==> src/shared/pmsc_defines.svh <==
// Overview of operation
// - Part number registers return a fixed hardwired code; high register low nibble holds bits 11:8.
// - High part number bits 7:4 are reserved; writes change nothing.
// - Voltage monitor bit 7 is the read-only undervoltage flag, active only when detector enabled.
// - Voltage monitor bit 6 written 1 clears the undervoltage flag; reads return 0.
// - Voltage monitor bit 5 raises an interrupt request while the flag is set.
// - Voltage monitor bit 4 is write-once; with detector on, set flag forces reset.
// - Voltage monitor bit 3 keeps detection alive in stop mode when detector enabled.
// - Voltage monitor bit 2 is write-once detector enable qualifying flag, irq, reset, stop.
// - Write-once bits take only the first write after reset, later writes ignored.
// - Voltage monitor bit 0 switches the reference buffer on or off.
// - Power mode bit 7 enables regulator standby; cannot be set while deep stop select is 1.
// - Writing both standby enable and deep stop select sets only deep stop select, or neither if standby enable was already 1.
// - Standby enable clears itself when wake on interrupt is set and an interrupt occurs.
// - Power mode bit 6 reads 1 while the regulator is in standby.
// - Power mode bit 5 makes the regulator leave standby on any interrupt.
// - Power mode bit 3 reads 1 after recovery from deep stop.
// - Writing 1 to power mode bit 2 clears the deep stop recovery flag.
// - Power mode bit 1 is write-once deep stop allow; at 0 deep stop locked out.
// - Power mode bit 0 selects deep stop; cannot be set while standby enable is 1.
`ifndef PMSC_DEFINES_SVH
`define PMSC_DEFINES_SVH

`define PMSC_OFS_PART_HIGH 12'h000
`define PMSC_OFS_PART_LOW  12'h004
`define PMSC_OFS_VMON      12'h008
`define PMSC_OFS_PMODE     12'h00c

// Part code is arbitrary, chosen only to be neutral.
`define PMSC_PART_CODE     12'h5a3
`define PMSC_PART_RSVD     4'h0

`define PMSC_VM_FLAG    7
`define PMSC_VM_CLR     6
`define PMSC_VM_IRQ     5
`define PMSC_VM_RST     4
`define PMSC_VM_STOP    3
`define PMSC_VM_DET     2
`define PMSC_VM_BUF     0

`define PMSC_PM_SBY     7
`define PMSC_PM_SBYST   6
`define PMSC_PM_WAKE    5
`define PMSC_PM_DFLAG   3
`define PMSC_PM_DCLR    2
`define PMSC_PM_DALLOW  1
`define PMSC_PM_DSEL    0

`define PMSC_VM_RESET   8'h00
`define PMSC_PM_RESET   8'h00

`endif

==> src/shared/pmsc_pkg.sv <==
package pmsc_pkg;

   typedef struct packed {
      logic undervolt_detect;    // Raw comparator output.
      logic regulator_in_standby;
      logic deep_stop_recovered; // Pulse on wake from deep stop.
      logic irq_active;          // Any active interrupt.
      logic in_stop;             // Device is in stop mode.
   } pmsc_status_t;

   typedef struct packed {
      logic undervolt_irq;
      logic undervolt_reset;
      logic detector_on;
      logic reference_buffer_enable;
      logic regulator_standby_enable;
      logic wake_regulator_on_irq;
      logic deep_stop_allow;
      logic deep_stop_select;
   } pmsc_ctl_t;

   typedef enum logic [1:0] {
      PMSC_IDLE,
      PMSC_DATA
   } pmsc_bus_st_t;

endpackage

==> src/core/pmsc_top.sv <==
`timescale 1ns/10ps
`default_nettype none
`include "pmsc_defines.svh"

module pmsc_top
   import pmsc_pkg::*;
(
   input  wire logic          clk_sys_i,   // Bus clock.
   input  wire logic          rstn_i,      // Sync reset, active low.
   input  wire logic          hsel_i,      // Slave select.
   input  wire logic [11:0]   haddr_i,     // Byte address.
   input  wire logic [1:0]    htrans_i,    // Transfer type.
   input  wire logic          hwrite_i,    // Write when high.
   input  wire logic [2:0]    hsize_i,     // Transfer size.
   input  wire logic [31:0]   hwdata_i,    // Write data.
   input  wire logic          hready_i,    // Bus ready.
   output logic      [31:0]   hrdata_o,    // Read data.
   output logic               hreadyout_o, // Slave ready.
   output logic               hresp_o,     // Always OKAY.
   input  wire pmsc_status_t  status_i,    // Analogue and mode status.
   output pmsc_ctl_t          ctl_o        // Control to analogue and regulator.
);

   pmsc_bus_st_t bus_st_q;
   logic [11:0]  addr_q;
   logic         wr_q;
   logic [7:0]   wd;
   logic         acc;
   logic         wr_vm;
   logic         wr_pm;
   logic         vm_flag_q;
   logic         vm_irq_q;
   logic         vm_rst_q;
   logic         vm_stop_q;
   logic         vm_det_q;
   logic         vm_buf_q;
   logic         vm_rst_lock_q;
   logic         vm_det_lock_q;
   logic         pm_sby_q;
   logic         pm_wake_q;
   logic         pm_dflag_q;
   logic         pm_dallow_q;
   logic         pm_dsel_q;
   logic         pm_dallow_lock_q;
   logic         det_live;
   logic [7:0]   rd_d;

   // Part code held as a typed constant so that its nibbles can be selected.
   localparam logic [11:0] part_code = `PMSC_PART_CODE;

   function automatic logic hit(input logic [11:0] a, input logic [11:0] ofs);
      hit = (a[11:2] == ofs[11:2]);
   endfunction

   // True in the data phase of a write whose address phase selected this register.
   function automatic logic data_wr(input pmsc_bus_st_t st,
                                    input logic         w,
                                    input logic [11:0]  a,
                                    input logic [11:0]  ofs);
      data_wr = (st == PMSC_DATA) && w && hit(a, ofs);
   endfunction

   // ***************************************************************
   // Bus slave
   // ***************************************************************
   assign acc         = hsel_i && hready_i && htrans_i[1];
   assign hreadyout_o = 1'b1;
   assign hresp_o     = 1'b0;
   assign wd          = hwdata_i[7:0];
   assign wr_vm       = data_wr(bus_st_q, wr_q, addr_q, `PMSC_OFS_VMON);
   assign wr_pm       = data_wr(bus_st_q, wr_q, addr_q, `PMSC_OFS_PMODE);

   // A data phase follows every accepted address phase; back to back transfers
   // keep the machine in the data state.
   always_ff @(posedge clk_sys_i)
   begin
      if (!rstn_i)
      begin
         bus_st_q <= PMSC_IDLE;
      end
      else
      begin
         case (bus_st_q)
            PMSC_IDLE:
            begin
               bus_st_q <= acc ? PMSC_DATA : PMSC_IDLE;
            end
            PMSC_DATA:
            begin
               bus_st_q <= acc ? PMSC_DATA : PMSC_IDLE;
            end
            default:
            begin
               bus_st_q <= PMSC_IDLE;
            end
         endcase
      end
   end

   // Address and direction are kept for use in the data phase.
   always_ff @(posedge clk_sys_i)
   begin
      if (!rstn_i)
      begin
         addr_q <= 12'h000;
         wr_q   <= 1'b0;
      end
      else if (acc)
      begin
         addr_q <= haddr_i;
         wr_q   <= hwrite_i;
      end
   end

   // ***************************************************************
   // Voltage monitor register
   // ***************************************************************
   assign det_live = vm_det_q && (!status_i.in_stop || vm_stop_q);

   always_ff @(posedge clk_sys_i)
   begin
      if (!rstn_i)
      begin
         vm_flag_q <= 1'b0;
      end
      else if (det_live && status_i.undervolt_detect)
      begin
         vm_flag_q <= 1'b1;
      end
      else if (wr_vm && wd[`PMSC_VM_CLR])
      begin
         vm_flag_q <= 1'b0;
      end
   end

   // Interrupt, stop and buffer enables are plain read/write bits.
   always_ff @(posedge clk_sys_i)
   begin
      if (!rstn_i)
      begin
         vm_irq_q <= 1'b0;
      end
      else if (wr_vm)
      begin
         vm_irq_q <= wd[`PMSC_VM_IRQ];
      end
   end

   always_ff @(posedge clk_sys_i)
   begin
      if (!rstn_i)
      begin
         vm_stop_q <= 1'b0;
      end
      else if (wr_vm)
      begin
         vm_stop_q <= wd[`PMSC_VM_STOP];
      end
   end

   always_ff @(posedge clk_sys_i)
   begin
      if (!rstn_i)
      begin
         vm_buf_q <= 1'b0;
      end
      else if (wr_vm)
      begin
         vm_buf_q <= wd[`PMSC_VM_BUF];
      end
   end

   // ***************************************************************
   // Write-once controls
   // ***************************************************************
   // The first write after reset locks each bit whatever value it carries, so
   // software that clears a bit by mistake cannot set it later.
   always_ff @(posedge clk_sys_i)
   begin
      if (!rstn_i)
      begin
         vm_rst_q      <= 1'b0;
         vm_rst_lock_q <= 1'b0;
      end
      else if (wr_vm && !vm_rst_lock_q)
      begin
         vm_rst_q      <= wd[`PMSC_VM_RST];
         vm_rst_lock_q <= 1'b1;
      end
   end

   always_ff @(posedge clk_sys_i)
   begin
      if (!rstn_i)
      begin
         vm_det_q      <= 1'b0;
         vm_det_lock_q <= 1'b0;
      end
      else if (wr_vm && !vm_det_lock_q)
      begin
         vm_det_q      <= wd[`PMSC_VM_DET];
         vm_det_lock_q <= 1'b1;
      end
   end

   always_ff @(posedge clk_sys_i)
   begin
      if (!rstn_i)
      begin
         pm_dallow_q      <= 1'b0;
         pm_dallow_lock_q <= 1'b0;
      end
      else if (wr_pm && !pm_dallow_lock_q)
      begin
         pm_dallow_q      <= wd[`PMSC_PM_DALLOW];
         pm_dallow_lock_q <= 1'b1;
      end
   end

   // ***************************************************************
   // Power mode register
   // ***************************************************************
   always_ff @(posedge clk_sys_i)
   begin
      if (!rstn_i)
      begin
         pm_sby_q <= 1'b0;
      end
      else if (pm_wake_q && status_i.irq_active)
      begin
         pm_sby_q <= 1'b0;
      end
      else if (wr_pm)
      begin
         // Deep stop select wins over standby, and each blocks the other.
         pm_sby_q <= wd[`PMSC_PM_SBY] && !pm_dsel_q && !wd[`PMSC_PM_DSEL];
      end
   end

   always_ff @(posedge clk_sys_i)
   begin
      if (!rstn_i)
      begin
         pm_wake_q <= 1'b0;
      end
      else if (wr_pm)
      begin
         pm_wake_q <= wd[`PMSC_PM_WAKE];
      end
   end

   // Select is judged against the standby bit as it stands before the write,
   // so one write can never leave both bits set.
   always_ff @(posedge clk_sys_i)
   begin
      if (!rstn_i)
      begin
         pm_dsel_q <= 1'b0;
      end
      else if (wr_pm)
      begin
         pm_dsel_q <= wd[`PMSC_PM_DSEL] && !pm_sby_q;
      end
   end

   always_ff @(posedge clk_sys_i)
   begin
      if (!rstn_i)
      begin
         pm_dflag_q <= 1'b0;
      end
      else if (status_i.deep_stop_recovered)
      begin
         pm_dflag_q <= 1'b1;
      end
      else if (wr_pm && wd[`PMSC_PM_DCLR])
      begin
         pm_dflag_q <= 1'b0;
      end
   end

   // ***************************************************************
   // Read data and control outputs
   // ***************************************************************
   always_comb
   begin
      rd_d = 8'h00;
      if (hit(haddr_i, `PMSC_OFS_PART_HIGH))
      begin
         // Reserved upper nibble reads as a fixed zero and ignores writes.
         rd_d = {`PMSC_PART_RSVD, part_code[11:8]};
      end
      else if (hit(haddr_i, `PMSC_OFS_PART_LOW))
      begin
         rd_d = part_code[7:0];
      end
      else if (hit(haddr_i, `PMSC_OFS_VMON))
      begin
         // Acknowledge bit 6 and reserved bit 1 read as zero.
         rd_d = {vm_flag_q, 1'b0, vm_irq_q, vm_rst_q, vm_stop_q, vm_det_q, 1'b0, vm_buf_q};
      end
      else if (hit(haddr_i, `PMSC_OFS_PMODE))
      begin
         rd_d = {pm_sby_q, status_i.regulator_in_standby, pm_wake_q, 1'b0,
                 pm_dflag_q, 1'b0, pm_dallow_q, pm_dsel_q};
      end
   end

   always_ff @(posedge clk_sys_i)
   begin
      if (!rstn_i)
      begin
         hrdata_o <= 32'h0000_0000;
      end
      else if (acc && !hwrite_i)
      begin
         hrdata_o <= {24'h00_0000, rd_d};
      end
   end

   // Detector outputs other than the buffer enable are gated by the detector enable, so a flag left
   // over from before the detector was switched off cannot act.
   always_ff @(posedge clk_sys_i)
   begin
      if (!rstn_i)
      begin
         ctl_o.undervolt_irq           <= 1'b0;
         ctl_o.undervolt_reset         <= 1'b0;
         ctl_o.detector_on             <= 1'b0;
         ctl_o.reference_buffer_enable <= 1'b0;
      end
      else
      begin
         ctl_o.undervolt_irq           <= vm_det_q && vm_irq_q && vm_flag_q;
         ctl_o.undervolt_reset         <= vm_det_q && vm_rst_q && vm_flag_q;
         ctl_o.detector_on             <= det_live;
         ctl_o.reference_buffer_enable <= vm_buf_q;
      end
   end

   // Regulator controls.
   always_ff @(posedge clk_sys_i)
   begin
      if (!rstn_i)
      begin
         ctl_o.regulator_standby_enable <= 1'b0;
         ctl_o.wake_regulator_on_irq    <= 1'b0;
      end
      else
      begin
         ctl_o.regulator_standby_enable <= pm_sby_q;
         ctl_o.wake_regulator_on_irq    <= pm_wake_q;
      end
   end

   // Deep stop is only offered to the mode logic once it has been allowed.
   always_ff @(posedge clk_sys_i)
   begin
      if (!rstn_i)
      begin
         ctl_o.deep_stop_allow  <= 1'b0;
         ctl_o.deep_stop_select <= 1'b0;
      end
      else
      begin
         ctl_o.deep_stop_allow  <= pm_dallow_q;
         ctl_o.deep_stop_select <= pm_dallow_q && pm_dsel_q;
      end
   end

endmodule
`default_nettype wire

==> config.mk <==
export PLATFORM = sky130hd
export DESIGN_NAME = pmsc_top
export DESIGN_NICKNAME = d
export VERILOG_FILES = /design/src/shared/pmsc_pkg.sv /design/src/core/pmsc_top.sv
export VERILOG_INCLUDE_DIRS = /design/src /design/src/shared
export SDC_FILE = /design/constraint.sdc
export NUM_CORES = 1
export LEC_CHECK = 0
export BUFFER_PORTS_ARGS = -buffer_cell sky130_fd_sc_hd__buf_2
export CAP_MARGIN = 15
export CORE_MARGIN = 2
export CORE_UTILIZATION = 28
export DETAILED_ROUTE_END_ITERATION = 10
export PLACE_DENSITY = 0.64
export SYNTH_ARGS = -nofsm -noshare
export SYNTH_HDL_FRONTEND = slang
export SYNTH_SLANG_ARGS = --single-unit
export TNS_END_PERCENT = 30
==> constraint.sdc <==
create_clock -name clk_sys_i -period 3.3 [get_ports clk_sys_i]
set_clock_uncertainty 0.15 [all_clocks]
set_input_delay 0.165 -clock clk_sys_i [delete_from_list [all_inputs] [get_ports clk_sys_i]]
set_output_delay 0.165 -clock clk_sys_i [all_outputs]
set_load 0.1 [all_outputs]
==> summary.txt <==
Status
  • Status: complete, but fails checks
  • Failing checks: hold timing

Global routing
  • Initial antenna violation count: 0
  • Grt ovf: 0
  • Total Routing Usage GR: between 10% and 20%
  • Largest net degree at the start of global routing: 35
  • Vias in the first global route: 1,489
  • First-pass GRT wire length: 6980 µm

Timing
  • Slew @ Worst Pin: 569 ps
  • Max Fclk: 420 MHz
  • Slew Limit Fails: 0
  • Setup TNS: 0 ps
  • Final setup viols: 0
  • Final-report hold violation count: 1
  • WHS: -4.90 ps
  • Worst slew margin: between 60 and 70%
  • RSZ-0062 raised after global routing: false
  • Minimum clock period: 2380 ps
  • Part of the cycle the worst path needs: 72.1%

Synth
  • Synth Register Bits: 42
  • EDFF count, synth: 0
  • Top FF cell, synth: dfxtp_1
  • Yosys warns: 0
  • Sequential fraction of the synthesis area: 44.7%
  • Gate Count Post-Synth: a little over 200
  • Share of flip-flops with an asynchronous set or reset: 0%
  • Unique masters post-synth: 36
  • Avg Inst Size Synth: 9.17 µm²
  • Syn Std Cell Area: 1880 µm²

Finish
  • Commonest non-fill, non-tap cell in the layout: buf_2
  • P&R area growth vs syn: 21.8%
  • Antenna Cells: 0
  • Nets: 320
  • Fillcell total: 638
  • Commonest non-fill, non-tap cells in the layout: buf_2, dfxtp_1, nand2_1
  • Layout cells sized above 1: 23.0%
  • Layout Utilization: 35.7%

Route
  • Drt wl/cell: 12.3 µm
  • Remaining DRCs: 0
  • DR iter-0 viols: 63
  • Via count: 1,477
  • Antenna Violating Nets Remaining: 0
  • WL final: 4150 µm
  • Initial DRT Pass Iterations: 4
  • Routed vias/inst: 4.37

Clock network
  • CTS tree: built
  • Clock Latency Late Sink: between 200 and 300 ps
  • Root Buffer: clkbuf_8
  • CTS Sinks: 42
  • Setup Fix Bufs, Post-CTS: 0
  • Worst-path clk slew: 70 ps
  • CTS Buf Count: 5
  • Max H-tree Level: 2
  • CTS Buffer Depth: 2

Power and ir drop
  • Pwr dens: 452 nW/µm²
  • Peak supply drop: 0.160 mV
  • Int Pwr: approximately 0.0007 W
  • Flop pwr share: 49.9%
  • Combinational power share: about a fifth
  • Clock power frac: a little under a third
  • Switching part of the total: 32.6%
  • Pleak: 0.974 nW
  • Net Sw Power: 0.000338 W

Setup path
  • CP max FO: 5
  • Critical path class: register to register
  • CP Data Required Time: 3330 ps
  • Critical path startpoint category: register
  • Worst reg-to-reg setup slack: 920 ps
  • Arr. time, crit path: 2400 ps
  • Critical R2R Launch: addr_q[3]
  • Crit. End Element: register
  • R2R depth: 4
  • RR Endpoint: pm_dflag_q

Floorplan
  • Area of the die: 7380 µm²
  • I/O Pins: 101
  • Die X: 85.9 µm
  • Row count: 29
  • Initial Utilization: between 20 and 30%
  • Core area: approximately 6400 µm²
  • Die Ht: 85.9 µm

Placement
  • Post-detail-place hpwl: 2990 µm
  • IO buf count: 44
  • Gpl congestion: 0.731

Hold path
  • Hold Startpoint: hwdata_i[3]
  • Hold path cells: 3
  • Hold EP: vm_stop_q
  • HP Class: input pin to register

Run
  • Max Cap Viol: 0
-- worst max-delay path, stage by stage, from the launching register on --
cell and delay (ps):
dfxtp_1 340, or4bb_1 590, nor4_4 470, a31oi_1 140, dlygate4sd3_1 560
-- sequential cells by signal (all words and copies together) (netlist names) --
signal            count
pm_sby_q              1
wr_q                  1
pm_dsel_q             1
vm_irq_q              1
vm_stop_q             1
vm_rst_q              1
bus_st_q              1
pm_dallow_lock_q      1
pm_dflag_q            1
vm_buf_q              1
vm_flag_q             1
pm_wake_q             1
vm_det_lock_q         1
vm_rst_lock_q         1
hrdata_o              8
pm_dallow_q           1
ctl_o                 8
addr_q               10
vm_det_q              1
-- power by group through the flow --
stage	sequential, W	combinational (W)	clock [W]
after global placement	0.000528	0.000190	0
final	0.000516	0.000207	0.000313
after floorplan	0.000527	0.000192	0
after detailed placement	0.000528	0.000191	0
after global routing	0.000517	0.000217	0.000341
after CTS	0.000516	0.000206	0.000326
-- cell families (layout without fill, tap and decap cells) --
kind of cell	after synthesis	in the layout	share of synthesized area, %
and+or+nand+nor	70	70	20.6
buffers and inverters	45	77	14.6
DFF	42	42	44.7
AOI/OAI and AO/OA	36	36	14.2
muxes	10	10	5.39
other	2	26	0.400
-- synthesized netlist by cell type (3+ instances only) --
library cell  instances  area share [%]
nand2_1              38             7.6
nand3_1               3            0.80
dfxtp_1              42              45
mux2i_1               9             4.8
o21ai_0               4             1.1
a21o_1                3             1.2
buf_4                26              10
inv_1                10             2.0
nor4_1                4             1.3
a21boi_0             11             4.4
o21a_1                5             2.0
nor3_1                3            0.80
or2_2                 3             1.0
o2bb2ai_1             8             3.7
clkbuf_1              8             1.6
-- metrics by stage --
step | setup slack [ps] | power [W] | instances | area [µm²]
after detailed placement | 1400 | 0.000719 | 315 | 2050
after CTS | 892 | 0.00105 | 338 | 2290
after floorplan | 1520 | 0.000719 | 229 | 1970
after global placement | 1440 | 0.000718 | 315 | 2050
after global routing | 798 | 0.00108 | 338 | 2290
final | 920 | 0.00104 | 338 | 2290
-- worst max-delay path by stage --
stage	from	depth (start not counted)	to	slack [ps]
floorplan	addr_q[4]	4	vm_buf_q	1520
global placement	addr_q[4]	3	vm_stop_q	1440
detailed placement	addr_q[4]	3	vm_irq_q	1400
CTS	addr_q[3]	4	pm_dflag_q	890
global route	addr_q[3]	4	pm_dflag_q	800
finish	addr_q[3]	4	pm_dflag_q	920
-- per-layer routing --
metal / vias to the layer above / GRT usage, % / share of wire, %
met5: - / 0 / 0
li1: 752 / - / -
met2: 44 / 18.7 / 43
met4: 0 / 6.78 / 2.8
met1: 673 / 15.1 / 48
met3: 8 / 3.46 / 5.8
-- cell type report --
| class | instances | area [µm²] | share of cell area (%) |
|---|---|---|---|
| timing repair buffer | 60 | 380 | 16.6 |
| clock inverter | 1 | 7.51 | 0.328 |
| inverter | 10 | 37.5 | 1.64 |
| tap | 77 | 96.3 | 4.21 |
| clock buffer | 6 | 72.6 | 3.17 |
| sequential | 42 | 841 | 36.7 |
| multi-input combinational | 142 | 855 | 37.3 |
-- timing repair --
action                    in CTS  in global routing
gates resized for setup        0                  0
hold endpoints to repair      16                  0
hold buffers                  16                  0
(Power assumes the default switching activity.)
